$ cat src/pei_pkg.sv
// Constants for the T1 transmit payload error inserter.
// Assumes one host port and one transmit bit stream on the same clock.
// Overview of operation
// Insert payload errors only in T1 mode; never alter bits otherwise.
// Errors go into payload, across all channels or only selected channels.
// Count payload bits and invert the Nth bit of each interval.
// Framing bits are not counted and are never inverted.
// A new error rate takes effect only at the next frame boundary.
// Rate code 0 inserts nothing; code 1 is 1 in 16, doubling up.
// Rate code zero gives no errors even with continuous mode set.
// Continuous bit set with nonzero rate ignores count, inserts forever.
// Continuous bit clear inserts only the loaded number of errors.
// Load strobe rising edge moves count registers into logic next cycle.
// Host writes counts before raising strobe, then 0 and 1 again later.
// Error count is 10 bits: low byte, then bits 8 and 9.
// Loaded zero means no errors; loaded n means exactly n errors.
// Remaining errors readable anytime as low byte and two high bits.
// Host writes zero to unused control bits 5 and 6.
// Counted mode decrements per inserted error, stops at zero.
// Without channel selection all channels count; only eligible bits count.
package pei_pkg;
    localparam int          ADDR_W         = 8;
    localparam int          DATA_W         = 8;
    localparam int          RATE_W         = 4;
    localparam int          CNT_W          = 10;
    localparam int          INT_W          = 18;
    localparam int          RATE_SHIFT     = 3;
    localparam logic [7:0]  ADDR_RATE_CTRL = 8'hEB;
    localparam logic [7:0]  ADDR_CNT_LO    = 8'hEC;
    localparam logic [7:0]  ADDR_CNT_HI    = 8'hED;
    localparam logic [7:0]  ADDR_LEFT_LO   = 8'hEE;
    localparam logic [7:0]  ADDR_LEFT_HI   = 8'hEF;
    localparam int          CTRL_CONT_BIT  = 4;
    localparam int          CTRL_LOAD_BIT  = 7;
    localparam int          HI_BITS        = 2;
    localparam logic [7:0]  RST_BYTE       = 8'h00;
    localparam logic [3:0]  RATE_NONE      = 4'h0;
endpackage

$ cat src/pei_rate_if.sv
// Link between the error inserter control and its rate interval counter.
// Assumes both ends share one clock.
`timescale 1ns/10ps
interface pei_rate_if;
    logic                       step;
    logic                       frame_start;
    logic [pei_pkg::RATE_W-1:0] rate_req;
    logic                       hit;
    modport ctl (output step, output frame_start, output rate_req,
                 input hit);
    modport cnt (input step, input frame_start, input rate_req,
                 output hit);
endinterface

$ cat src/pei_rate_counter.sv
// Interval counter that marks the last bit of each error interval.
// Assumes step pulses once per eligible payload bit.
`timescale 1ns/10ps
module pei_rate_counter (
    // Clock and control
    input  wire logic i_clk,
    input  wire logic i_srst,
    input  wire logic i_ce,
    // Link to control
    pei_rate_if.cnt   rif
);
    // =========================================================
    // Active rate and interval count
    logic [pei_pkg::RATE_W-1:0] rate_r, rate_nxt;
    logic [pei_pkg::INT_W-1:0]  cnt_r, cnt_nxt;
    logic [pei_pkg::INT_W-1:0]  last;

    always_comb begin
        rate_nxt = rate_r;
        cnt_nxt  = cnt_r;
        // The terminal value is N minus one with N = 2 to the rate plus 3.
        last = pei_pkg::INT_W'((pei_pkg::INT_W+1)'(1)
               << (rate_r + pei_pkg::RATE_SHIFT)) - pei_pkg::INT_W'(1);
        rif.hit = rif.step && (rate_r != pei_pkg::RATE_NONE)
                  && (cnt_r == last);
        if (rif.frame_start && rif.rate_req != rate_r) begin
            // Restart only when the rate changes: a long interval must span
            // frames, else slow rates could never reach their last bit.
            rate_nxt = rif.rate_req;
            cnt_nxt  = '0;
        end else if (rif.step && rate_r != pei_pkg::RATE_NONE) begin
            cnt_nxt = rif.hit ? '0 : cnt_r + pei_pkg::INT_W'(1);
        end
    end

    always_ff @(posedge i_clk) begin
        if (i_srst) begin
            rate_r <= '0;
            cnt_r  <= '0;
        end else if (i_ce) begin
            rate_r <= rate_nxt;
            cnt_r  <= cnt_nxt;
        end
    end
endmodule

$ cat src/pei_top.sv
// T1 transmit payload error inserter with its host registers.
// Assumes host port and bit stream run on i_clk, one bit per i_bit_valid.
// Assumes the formatter flags framing bits and frame starts on the stream.
`timescale 1ns/10ps
module pei_top (
    // Clock, reset, enable
    input  wire logic                        i_clk,
    input  wire logic                        i_srst,
    input  wire logic                        i_ce,
    // Host register port
    input  wire logic [pei_pkg::ADDR_W-1:0]  i_addr,
    input  wire logic                        i_wr,
    input  wire logic [pei_pkg::DATA_W-1:0]  i_wdata,
    output logic      [pei_pkg::DATA_W-1:0]  o_rdata,
    // Line mode and channel selection
    input  wire logic                        i_t1_mode,
    input  wire logic                        i_chan_sel_en,
    input  wire logic                        i_chan_sel,
    // Transmit bit stream in
    input  wire logic                        i_bit_valid,
    input  wire logic                        i_bit_data,
    input  wire logic                        i_fbit,
    input  wire logic                        i_frame_start,
    // Transmit bit stream out
    output logic                             o_bit_valid,
    output logic                             o_bit_data,
    output logic                             o_err_inserted
);
    // =========================================================
    // Host register state
    logic [pei_pkg::DATA_W-1:0]  ctrl_r, ctrl_nxt;
    logic [pei_pkg::DATA_W-1:0]  cnt_lo_r, cnt_lo_nxt;
    logic [pei_pkg::HI_BITS-1:0] cnt_hi_r, cnt_hi_nxt;
    logic [pei_pkg::CNT_W-1:0]   left_r, left_nxt;
    logic                        load_prev_r, load_prev_nxt;
    logic [pei_pkg::DATA_W-1:0]  rdata_r, rdata_nxt;

    // Write decode and read-back helpers
    logic                        wr_ctrl;
    logic                        wr_cnt_lo;
    logic                        wr_cnt_hi;
    logic                        load_edge;
    logic [pei_pkg::HI_BITS-1:0] left_hi;

    // Bit path state
    logic                        vld_r, vld_nxt;
    logic                        dat_r, dat_nxt;
    logic                        err_r, err_nxt;
    logic                        eligible;
    logic                        insert;
    logic                        cont;

    // =========================================================
    // Rate interval counter
    // The counter keeps its own copy of the rate, so a write to the
    // rate field only reaches the interval logic at a frame boundary.
    pei_rate_if rif ();

    pei_rate_counter u_rate (
        .i_clk  (i_clk),
        .i_srst (i_srst),
        .i_ce   (i_ce),
        .rif    (rif)
    );

    // =========================================================
    // Eligibility and insertion decision
    always_comb begin
        // A framing bit or a deselected channel neither counts nor flips.
        eligible = i_bit_valid && i_t1_mode && !i_fbit
                   && (!i_chan_sel_en || i_chan_sel);
        cont     = ctrl_r[pei_pkg::CTRL_CONT_BIT];
        insert   = rif.hit && (cont || left_r != '0);
    end

    // =========================================================
    // Link to the rate counter
    always_comb begin
        rif.step        = eligible;
        rif.frame_start = i_frame_start;
        rif.rate_req    = ctrl_r[pei_pkg::RATE_W-1:0];
    end

    // =========================================================
    // Bit path
    always_comb begin
        vld_nxt = i_bit_valid;
        dat_nxt = i_bit_data ^ insert;
        err_nxt = insert;
    end

    always_ff @(posedge i_clk) begin
        if (i_srst) begin
            vld_r <= 1'b0;
            dat_r <= 1'b0;
            err_r <= 1'b0;
        end else if (i_ce) begin
            vld_r <= vld_nxt;
            dat_r <= dat_nxt;
            err_r <= err_nxt;
        end
    end

    // =========================================================
    // Write decode
    // Writes to the read-only remaining-count addresses fall through.
    // Only one register can be written in a cycle.
    always_comb begin
        wr_ctrl   = 1'b0;
        wr_cnt_lo = 1'b0;
        wr_cnt_hi = 1'b0;
        if (i_wr && i_addr == pei_pkg::ADDR_RATE_CTRL) begin
            wr_ctrl = 1'b1;
        end else if (i_wr && i_addr == pei_pkg::ADDR_CNT_LO) begin
            wr_cnt_lo = 1'b1;
        end else if (i_wr && i_addr == pei_pkg::ADDR_CNT_HI) begin
            wr_cnt_hi = 1'b1;
        end
    end

    // =========================================================
    // Rate control register
    always_comb begin
        ctrl_nxt = ctrl_r;
        if (wr_ctrl) begin
            // Bits 5 and 6 are stored as written; the host keeps them 0.
            ctrl_nxt = i_wdata;
        end
    end

    always_ff @(posedge i_clk) begin
        if (i_srst) begin
            ctrl_r <= pei_pkg::RST_BYTE;
        end else if (i_ce) begin
            ctrl_r <= ctrl_nxt;
        end
    end

    // =========================================================
    // Requested error count
    always_comb begin
        cnt_lo_nxt = cnt_lo_r;
        cnt_hi_nxt = cnt_hi_r;
        if (wr_cnt_lo) begin
            cnt_lo_nxt = i_wdata;
        end
        if (wr_cnt_hi) begin
            // Only the two top count bits exist; the rest read as zero.
            cnt_hi_nxt = i_wdata[pei_pkg::HI_BITS-1:0];
        end
    end

    always_ff @(posedge i_clk) begin
        if (i_srst) begin
            cnt_lo_r <= pei_pkg::RST_BYTE;
            cnt_hi_r <= '0;
        end else if (i_ce) begin
            cnt_lo_r <= cnt_lo_nxt;
            cnt_hi_r <= cnt_hi_nxt;
        end
    end

    // =========================================================
    // Load strobe edge and remaining-error count
    always_comb begin
        load_prev_nxt = ctrl_r[pei_pkg::CTRL_LOAD_BIT];
        load_edge     = ctrl_r[pei_pkg::CTRL_LOAD_BIT] && !load_prev_r;
        left_nxt      = left_r;
        // A strobe edge outranks a decrement in the same cycle, so a
        // reload is never lost to an error that lands on the same bit.
        if (load_edge) begin
            left_nxt = {cnt_hi_r, cnt_lo_r};
        end else if (insert && !cont) begin
            left_nxt = left_r - pei_pkg::CNT_W'(1);
        end
    end

    always_ff @(posedge i_clk) begin
        if (i_srst) begin
            load_prev_r <= 1'b0;
            left_r      <= '0;
        end else if (i_ce) begin
            load_prev_r <= load_prev_nxt;
            left_r      <= left_nxt;
        end
    end

    // =========================================================
    // Read-back
    // Unmapped addresses read zero, so a stray read is harmless.
    always_comb begin
        left_hi = left_r[pei_pkg::CNT_W-1:pei_pkg::DATA_W];
        if (i_addr == pei_pkg::ADDR_RATE_CTRL) begin
            rdata_nxt = ctrl_r;
        end else if (i_addr == pei_pkg::ADDR_CNT_LO) begin
            rdata_nxt = cnt_lo_r;
        end else if (i_addr == pei_pkg::ADDR_CNT_HI) begin
            rdata_nxt = pei_pkg::DATA_W'(cnt_hi_r);
        end else if (i_addr == pei_pkg::ADDR_LEFT_LO) begin
            rdata_nxt = left_r[pei_pkg::DATA_W-1:0];
        end else if (i_addr == pei_pkg::ADDR_LEFT_HI) begin
            rdata_nxt = pei_pkg::DATA_W'(left_hi);
        end else begin
            rdata_nxt = pei_pkg::RST_BYTE;
        end
    end

    always_ff @(posedge i_clk) begin
        if (i_srst) begin
            rdata_r <= pei_pkg::RST_BYTE;
        end else if (i_ce) begin
            rdata_r <= rdata_nxt;
        end
    end

    // =========================================================
    // Outputs
    // Every output is a flop, so the line side never sees a glitch.
    assign o_rdata        = rdata_r;
    assign o_bit_valid    = vld_r;
    assign o_bit_data     = dat_r;
    assign o_err_inserted = err_r;
endmodule

$ cat config.mk
export PLATFORM = sky130hd
export DESIGN_NAME = pei_top
export DESIGN_NICKNAME = d
export VERILOG_FILES = /design/src/pei_pkg.sv /design/src/pei_rate_if.sv /design/src/pei_rate_counter.sv /design/src/pei_top.sv
export SDC_FILE = /design/constraint.sdc
export NUM_CORES = 1
export LEC_CHECK = 0
export ABC_AREA = 1
export ABC_CLOCK_PERIOD_IN_PS = 3650
export BUFFER_PORTS_ARGS = -buffer_cell sky130_fd_sc_hd__buf_2
export CORE_ASPECT_RATIO = 1.4
export CORE_MARGIN = 3
export CORE_UTILIZATION = 60
export CTS_CLUSTER_SIZE = 24
export DETAILED_ROUTE_END_ITERATION = 8
export PLACE_DENSITY_LB_ADDON = 0.12
export SYNTH_ARGS = -nofsm -noshare
export SYNTH_HDL_FRONTEND = slang
export SYNTH_SLANG_ARGS = --single-unit
$ cat constraint.sdc
create_clock -name i_clk -period 3.65 [get_ports i_clk]
set_input_delay 0.365 -clock i_clk [delete_from_list [all_inputs] [get_ports i_clk]]
set_output_delay 0.365 -clock i_clk [all_outputs]
set_load 0.02 [all_outputs]
**Word level (Yosys, flattened, before mapping)**

Index checks and enable logic that the tools add are counted.

- Input port bits: 27
- Output and inout bits: 11
- Register bits after elaboration: 62
- Word-level logic and storage cells: 68

- Eq/ne operators: 7
- Reduce and logical (&&, ||, !) cells: 28
- Multiplexer cells: 16
- Bitwise gates (word level): 1
- Shift operators: 1
- Add/sub/neg operators: 4

Operators by type and width:

| operator | number |
|---|---|
| $mux 18 | 3 |
| $eq 8x8->1 const B | 5 |
| $mux 8 | 4 |
| $shl 1x32->18 const A | 1 |
| $mux 10 | 2 |
| $add 18x1->18 const B | 1 |
| $eq 18x18->1 | 1 |
| $sub 18x2->18 const B | 1 |
| $logic_and 1x1->1 | 12 |
| $reduce_and 2->1 | 6 |
| $reduce_bool 10->1 | 1 |
| $sub 10x1->10 const B | 1 |
| $mux 1 | 6 |
| $add 4x2->5 const B | 1 |
| $logic_not 1->1 | 4 |
| $ne 4x4->1 | 1 |
| $reduce_bool 2->1 | 2 |
| $reduce_bool 4->1 | 1 |
| $logic_or 1x1->1 | 2 |
| $mux 2 | 1 |
| $xor 1x1->1 | 1 |

**Logic depth before layout (Yosys ltp)**

Gate-level depths: netlist of the first run.

- Depth in word-level cells: 9
- Gate-level depth with buffers: 18
- Depth with buffers taken out: 17

**By module**

A second synthesis of the first run with hierarchy kept.

- Cell total of the unflattened synthesis: 687
- Area total of the unflattened synthesis: 4164.0 um^2

Modules (own cells, without submodules):

| module | area each (um^2) | times used | sequential area each (um^2) | cells each |
|---|---|---|---|---|
| pei_top | 2222.1 | 1 | 800.8 | 342 |
| pei_rate_counter | 1941.9 | 1 | 440.4 | 345 |

**Worst setup path before layout of the first run**

No wires, ideal clock.

- Path type: register -> register
- From: reg u_rate.rate_r[3] in the netlist's numbering
- To: reg left_r[2] in the netlist's numbering
- Period minus slack after synthesis: 1886 ps
- Stages on the path, launching flop included: 16
- Arrival: 1771 ps
- Path buffers: 2
- Required time: 3535 ps
- Setup slack: 1764 ps
- Library setup time: 115 ps
- Cell sequence: dfxtp_1 buf_4 nand2_1 nor3_2 inv_1 nand2_1 nand2_1 nor2_1 nand3_1 nor2_4 nand3_2 nand2_4 buf_6 nand3_1 nand2_1 nor2_1

- Cells in the longest elaborated chain, start to end: 9
- Elaborated cells on any way between the ends: 11
- Those cells by class: 2 x add/sub; 1 x eq/ne; 1 x shift; 7 x reduce/logical

Ends and longest elaborated chain:

| what | RTL line | source |
|---|---|---|
| from (decl) | pei_rate_counter.sv:14 | `logic [pei_pkg::RATE_W-1:0] rate_r, rate_nxt;` |
| from (signal assigned) | pei_rate_counter.sv:41 | `rate_r <= rate_nxt;` |
| $add 4x2->5 | pei_rate_counter.sv:23 | `<< (rate_r + pei_pkg::RATE_SHIFT)) - pei_pkg::INT_W'(1);` |
| $shl 1x32->18 | pei_rate_counter.sv:22 | `last = pei_pkg::INT_W'((pei_pkg::INT_W+1)'(1)` |
| $sub 18x2->18 | pei_rate_counter.sv:23 |  |
| $eq 18x18->1 | pei_rate_counter.sv:25 | `&& (cnt_r == last);` |
| $logic_and 1x1->1 * | pei_rate_counter.sv:25 |  |
| $logic_and 1x1->1 * | pei_top.sv:73 | `insert = rif.hit && (cont \|\| left_r != '0);` |
| $logic_and 1x1->1 * | pei_top.sv:173 | `end else if (insert && !cont) begin` |
| $reduce_bool 2->1 (no source line) * | n/a |  |
| $reduce_and 2->1 (no source line) * | n/a |  |
| to (signal assigned) | pei_top.sv:184 | `left_r <= left_nxt;` |
| to (decl) | pei_top.sv:34 | `logic [pei_pkg::CNT_W-1:0] left_r, left_nxt;` |

Every way passes the cells marked *; elsewhere a longest branch is shown, timed or not.
A chain may end at the register's enable or synchronous reset.

**Worst setup path after layout of the first run**

- From: reg u_rate.rate_r[2] in the netlist's numbering
- To: reg left_r[1] in the netlist's numbering

The elaborated chain is that of the path after synthesis.

==> results.yml, run 1 <==
layout:
  nets: 687
  finalInstanceArea_mm2: 0.00428
  diodes: 0
  syn2layout_area_growth_pct: 10.3
  drive_gt1_share_pct: 11.2
  multiInputGateArea_mm2: 0.00225
  fill_cells: 578
  seq_area_mm2: 0.00124
yosys:
  synth_seq_area_share_pct: 32.0
  synth_top_area_share_pct: 32.0
  synthCells: 630
  syn_area_mm2: 0.00388
  ys.flop_type: "dfxtp_1"
  netlist_top_cells_count: "nand2_1, inv_1, nor2_1"
  yosys.area.top_type: "dfxtp_1"
  yosysWarnings: 0
  yosysMostFrequentCell: "nand2_1"
  synth.area.top_cells: "dfxtp_1, nand2_1, a21oi_1, inv_1, nor2_1"
  yosys_register_bits: 62
  syn_area_per_cell_um2: 6.16
  async_flop_share_pct: 0
  synth_cell_types: 34
  synth_edf_count: 0
die:
  pin_count: 38
  die_area_mm2: 0.00749
  dieHeight_um: 101
  chipWidth_um: 74.0
  rows: 34
  initial_utilization_pct: 62.1
  coreArea_mm2: 0.00625
detailed_routing:
  ant_nets: 0
  drc: 0
  wl_per_cell_um: 14.7
  dr.pass1.iters: 5
  routed_via_density: 5.65
  vias: 4144
  drt-initial-drc-count: 304
  wl_um: 10800
clock_tree:
  root_buffer: "clkbuf_8"
  clk_latency_ns: 0.34
  cts_resized: 0
  postCtsHoldBufs: 0
  htreeDepth: 3
  cts.sinks: 62
  clk_pin_slew_ns: 0.08
  cts_buffers: 9
  post_cts_buffers: 0
  cts_max_path_buffers: 2
  cts_tree: "built"
critical_path:
  end_kind: "flip-flop"
  worst-setup-path-type: "flip-flop to flip-flop"
  worstPathRequired_ns: 3.94
  r2r_slack_ns: 1.02
  crit_arrival_ns: 2.91
  crit_path_max_fanout: 17
  setup.worst_path.start: "u_rate.rate_r[2]"
  reg2reg_depth: 16
  r2r_end: "left_r[1]"
  start_kind: "flip-flop"
  endpoint: "left_r[1]"
  worstReg2RegStart: "u_rate.rate_r[2]"
min_path:
  hold_class: "primary input to flip-flop"
  hp-start: "i_bit_data"
sta:
  rsz0062_at_grt: "false"
  tns_ns: 0
  min_period_ns: 2.63
  max-slew-margin-rel_pct: 38.4
  max_freq_mhz: 380
  clock_skew_ns: 0.0106
  report.final.setup_viol: 0
  finalCritPeriodShare_pct: 72.0
  worst_slew_pin_slew_ns: 0.923
  maxSlewViolCount: 0
  hold_viol: 0
placement:
  dp_hpwl_um: 8130
  gp_congestion: 0.985
  placed_cell_area_mm2: 0.00406
  port_buffers: 37
global_routing:
  gr-usage-all-layers_pct: 30.5
  grt_max_degree: 36
  grt-ovfl-total: 0
  antenna_found_initial: 0
  grt_pass1_vias: 3841
  grt_pass1_wl_um: 17500
power_and_ir_drop:
  worst_ir_drop_vdd_uv: 348
  leakage_nw: 1.81
  p_per_area_mw_per_mm2: 360
run:
  cap_violations: 0
run_status:
  status: "complete, no violations"
==> cell type report <==
class / count / area share, %
Tap cell: 72 / 2.10
Clock inverter: 7 / 2.25
Sequential cell: 62 / 29.0
Clock buffer: 9 / 2.89
Inverter: 75 / 6.58
Timing Repair Buffer: 39 / 4.68
Multi-Input combinational cell: 470 / 52.5
==> sequential cells by signal (all words and copies together) (netlist names) <==
name / cells
cnt_lo_r: 8
cnt_hi_r: 2
ctrl_r: 8
u_rate.rate_r: 4
o_rdata: 8
load_prev_r: 1
o_bit_valid: 1
o_err_inserted: 1
o_bit_data: 1
u_rate.cnt_r: 18
left_r: 10
==> placed cells by master (no fill, tap or decap), drive strengths merged <==
cell,Yosys,routed
clkbuf,17,9
dfxtp,62,62
a221oi,1,1
inv,75,76
nor3,9,9
or2,2,2
o21ai,49,49
o22ai,6,6
ha,3,3
o21a,1,1
buf,7,39
nand3,48,48
conb,1,2
nor4,2,2
bufinv,0,2
clkinvlp,0,3
a21oi,66,66
clkinv,0,1
nand4,10,10
o221ai,4,4
xnor2,7,7
a211oi,2,2
nor2,73,73
nor3b,1,1
nand2,169,169
xor2,9,9
nand3b,6,6
==> power by group <==
| group | internal [mW] | switching, mW | total, mW |
|---|---|---|---|
| Sequential | 0.683 | 0.0148 | 0.698 |
| Combinational | 0.0550 | 0.116 | 0.171 |
| Clock | 0.385 | 0.289 | 0.674 |
==> layer usage <==
layer  global-route usage [%]  part of all wire [%]
met1                     31.7                    38
met2                     56.0                    53
met3                     5.06                   4.4
met4                     17.3                   5.4
met5                        0                     0
==> kinds of logic after synthesis <==
kind of cell               share of synthesized area (%)
adders and majority gates                          0.967
buffers and inverters                               10.2
AOI/OAI and AO/OA                                   17.5
DFF                                                 32.0
and+or+nand+nor                                     35.6
other                                             0.0966
xor gates and xnor gates                            3.61
==> how the worst min path moves through the flow <==
stage / slack (ns) / end / cells past startpoint
floorplan: 0.43 / ctrl_r[5] / 2
global placement: 0.45 / ctrl_r[6] / 2
detailed placement: 0.45 / ctrl_r[6] / 2
CTS: 0.28 / o_bit_valid / 3
global route: 0.30 / o_bit_valid / 3
finish: 0.29 / o_bit_data / 4
==> critical path, stage by stage (launching register included) <==
cell     delay, ns
dfxtp_1       0.62
nor2_2        0.19
nand2_1       0.13
inv_1         0.05
nor2_1        0.25
nand2_1       0.11
nor2_1        0.12
nand2_1       0.06
nor2_1        0.11
nand3_1       0.13
nor2_4        0.16
nand3_2       0.10
nand2_4       0.18
nand2_1       0.14
nand2_1       0.09
nand2_1       0.04
nor2_1        0.10
==> stage by stage <==
stage | cells | worst slack (ns) | hold slack, ns | utilization (%) | power [mW]
6_report | 734 | 1.02 | 0.286 | 68.5 | 1.54
5_1_grt | 734 | 0.735 | 0.300 | 68.5 | 1.60
4_1_cts | 734 | 1.05 | 0.276 | 68.5 | 1.55
3_5_place_dp | 718 | 1.07 | 0.451 | 64.9 | 0.881
3_3_place_gp | 718 | 1.06 | 0.446 | 64.9 | 0.879
2_1_floorplan | 631 | 1.76 | 0.429 | - | 0.835
Power figures use the tool's default switching activity.
==> run 2, diff against run 1 <==
--- a/config.mk
+++ b/config.mk
@@ -5,12 +5,12 @@
 export SDC_FILE = /design/constraint.sdc
 export NUM_CORES = 1
 export LEC_CHECK = 0
-export ABC_AREA = 1
-export ABC_CLOCK_PERIOD_IN_PS = 3650
+export ABC_AREA = 0
+export ABC_CLOCK_PERIOD_IN_PS = 2300
 export BUFFER_PORTS_ARGS = -buffer_cell sky130_fd_sc_hd__buf_2
 export CORE_ASPECT_RATIO = 1.4
 export CORE_MARGIN = 3
-export CORE_UTILIZATION = 60
+export CORE_UTILIZATION = 54
 export CTS_CLUSTER_SIZE = 24
 export DETAILED_ROUTE_END_ITERATION = 8
 export PLACE_DENSITY_LB_ADDON = 0.12
==> constraint.sdc (replaced) <==
create_clock -name i_clk -period 2.3 [get_ports i_clk]
set_input_delay 0.23 -clock i_clk [delete_from_list [all_inputs] [get_ports i_clk]]
set_output_delay 0.23 -clock i_clk [all_outputs]
set_load 0.02 [all_outputs]
==> run 2 against run 1 <==
Effect of this change: flip-flop and latch count is the same; sequential share of layout area shrank 4.8 points; utilization increased by 9.0 points; via count decreased by 0.34%; clock power is 66% higher; the flow now finishes with violations (setup timing); first-iteration DRC count up 14%; synthesized cell count down 28%; sequential power increased by 55%; die area increased by 7.3%.
==> results.yml, run 2 <==
yosys:
  synth_edf_count: 0
  synth_top_area_share_pct: 32.9
  syn_area_mm2: 0.00377
  synth.area.top_cells: "dfxtp_1, mux2i_1, nor2_1, nand2_1, a211oi_1"
  synthCells: 452
  yosysMostFrequentCell: "dfxtp_1"
  yosys.area.top_type: "dfxtp_1"
  netlist_top_cells_count: "dfxtp_1, nor2_1, nand2_1"
  yosys_register_bits: 62
  synth_seq_area_share_pct: 32.9
  syn_area_per_cell_um2: 8.34
  async_flop_share_pct: 0
  yosysWarnings: 0
  synth_cell_types: 70
  ys.flop_type: "dfxtp_1"
clock_tree:
  clk_pin_slew_ns: 0.07
  cts.sinks: 62
  clk_latency_ns: 0.35
  cts_buffers: 9
  cts_max_path_buffers: 2
  cts_tree: "built"
  root_buffer: "clkbuf_8"
  htreeDepth: 3
power_and_ir_drop:
  leakage_nw: 2.20
  p_per_area_mw_per_mm2: 454
  worst_ir_drop_vdd_uv: 549
  power.total_mw: 2.36
detailed_routing:
  dr.pass1.iters: 6
  wl_um: 12300
  drt-initial-drc-count: 348
  ant_nets: 0
  routed_via_density: 6.29
  vias: 4130
  wl_per_cell_um: 18.6
  drc: 0
global_routing:
  grt_max_degree: 68
  gr-usage-all-layers_pct: 28.9
  grt_pass1_wl_um: 18400
  grt-ovfl-total: 0
  grt_pass1_vias: 3906
  antenna_found_initial: 0
layout:
  drive_gt1_share_pct: 34.5
  reg.largest.list: "u_rate.cnt_r x18, left_r x10"
  syn2layout_area_growth_pct: 37.7
  largest_register_ff_count: 18
  regMostFlops: "u_rate.cnt_r"
  seq_area_mm2: 0.00125
  final_common_cell: "buf_4"
  layout_common_cells: "buf_4, dfxtp_1, nor2_1"
  finalInstanceArea_mm2: 0.00519
  fill_cells: 471
  multiInputGateArea_mm2: 0.00252
  diodes: 0
  nets: 590
  post-route-util_pct: 77.5
sta:
  setup_ws_ns: -0.472
  max-slew-margin-rel_pct: 44.3
  tns_ns: -10.49
  report.final.setup_viol: 29
  hold_viol: 0
  worst_slew_pin_slew_ns: 0.836
  finalCritPeriodShare_pct: 121
  rsz0062_at_grt: "true"
  maxSlewViolCount: 0
  max_freq_mhz: 361
  clock_skew_ns: 0.00964
  min_period_ns: 2.77
min_path:
  hold_end: "ctrl_r[7]"
  hold_class: "primary input to flip-flop"
  holdPathStages: 3
  hp-start: "i_wdata[7]"
die:
  die_area_mm2: 0.00803
  chipWidth_um: 76.6
  dieHeight_um: 105
  coreArea_mm2: 0.00670
  rows: 35
  pin_count: 38
  initial_utilization_pct: 56.3
critical_path:
  worst-setup-path-type: "flip-flop to flip-flop"
  crit_path_max_fanout: 8
  reg2reg_depth: 9
  r2r_slack_ns: -0.47
  setup.worst_path.start: "u_rate.rate_r[2]"
  end_kind: "flip-flop"
  worstReg2RegStart: "u_rate.rate_r[2]"
  start_kind: "flip-flop"
  worstPathRequired_ns: 2.53
  r2r_end: "left_r[3]"
  crit_arrival_ns: 3.00
run:
  cap_violations: 0
placement:
  dp_hpwl_um: 8100
  place_ws_ns: -0.535
  port_buffers: 37
  placed_cell_area_mm2: 0.00451
  gp_congestion: 0.883
run_status:
  violations: "setup timing"
  status: "finished with violations"
[run 2: cell types whose count changed after synthesis, moves of 8 or more]
cell / previous run / this run
o31ai_1: 0 / 8
mux2i_1: 0 / 23
a21o_1: 0 / 9
nand3_1: 46 / 17
a211oi_1: 2 / 12
inv_1: 69 / 8
o21ai_0: 45 / 7
nor4b_1: 0 / 8
nand2_1: 167 / 37
nor2_1: 67 / 48
a21oi_1: 66 / 16
and3_1: 0 / 9
[run 2: worst max-delay path by stage]
| stage | to | depth (start not counted) |
|---|---|---|
| floorplan | left_r[3] | 9 |
| global placement | left_r[8] | 7 |
| detailed placement | left_r[8] | 7 |
| CTS | left_r[8] | 7 |
| global route | u_rate.cnt_r[9] | 13 |
| finish | left_r[3] | 9 |
[run 2: repair_timing]
action | 4_1_cts | 5_1_grt
setup buffers | 16 | 9
setup endpoints to repair | 29 | 29
hold buffers | 0 | 0
resized for setup | 25 | 42
pin swaps | 22 | 21
hold endpoints to repair | 0 | 0
cloned | 1 | 0
[run 2: per-layer routing]
metal	vias to the layer above	wire, um	track usage [%]
met5	-	0	0
met4	0	878	22.5
met3	65	539	4.74
met2	177	6440	52.6
met1	1970	4390	28.8
li1	1918	-	-
[run 2: final cells by class]
cell class,count,area share (%)
clock inverter,5,1.57
clock buffer,11,2.92
timing repair buffer,137,20.0
sequential,62,24.2
multi-input combinational,342,48.6
inverter,8,0.578
tap,92,2.22
[run 2: cell families after synthesis]
family / count (synthesis) / share of synthesized area [%]
compound gates: 106 / 21.7
xor+xnor: 13 / 3.02
fa+ha+maj: 3 / 0.996
buf+inv: 49 / 5.68
flops: 62 / 32.9
mux: 25 / 7.30
other cells: 1 / 0.0995
simple gates: 193 / 28.3
[run 2: critical path: stages, from the launching register on]
cell      delay (ns)
dfxtp_4         0.38
buf_6           0.13
and3b_1         0.18
o22ai_2         0.14
o211ai_1        0.13
or4_4           0.55
buf_6           0.14
or4_4           0.47
and2_4          0.18
a311o_1         0.35
[run 2: where the power goes]
part,switching (mW),internal (mW)
Combinational,0.0992,0.0560
Sequential,0.00422,1.08
Clock,0.449,0.669
[run 2: stage by stage]
step | std cells | hold WS (ns)
floorplan | 453 | 0.374
detailed placement | 619 | 0.474
global route | 657 | 0.137
CTS | 652 | 0.129
global placement | 619 | 0.471
finish | 657 | 0.141
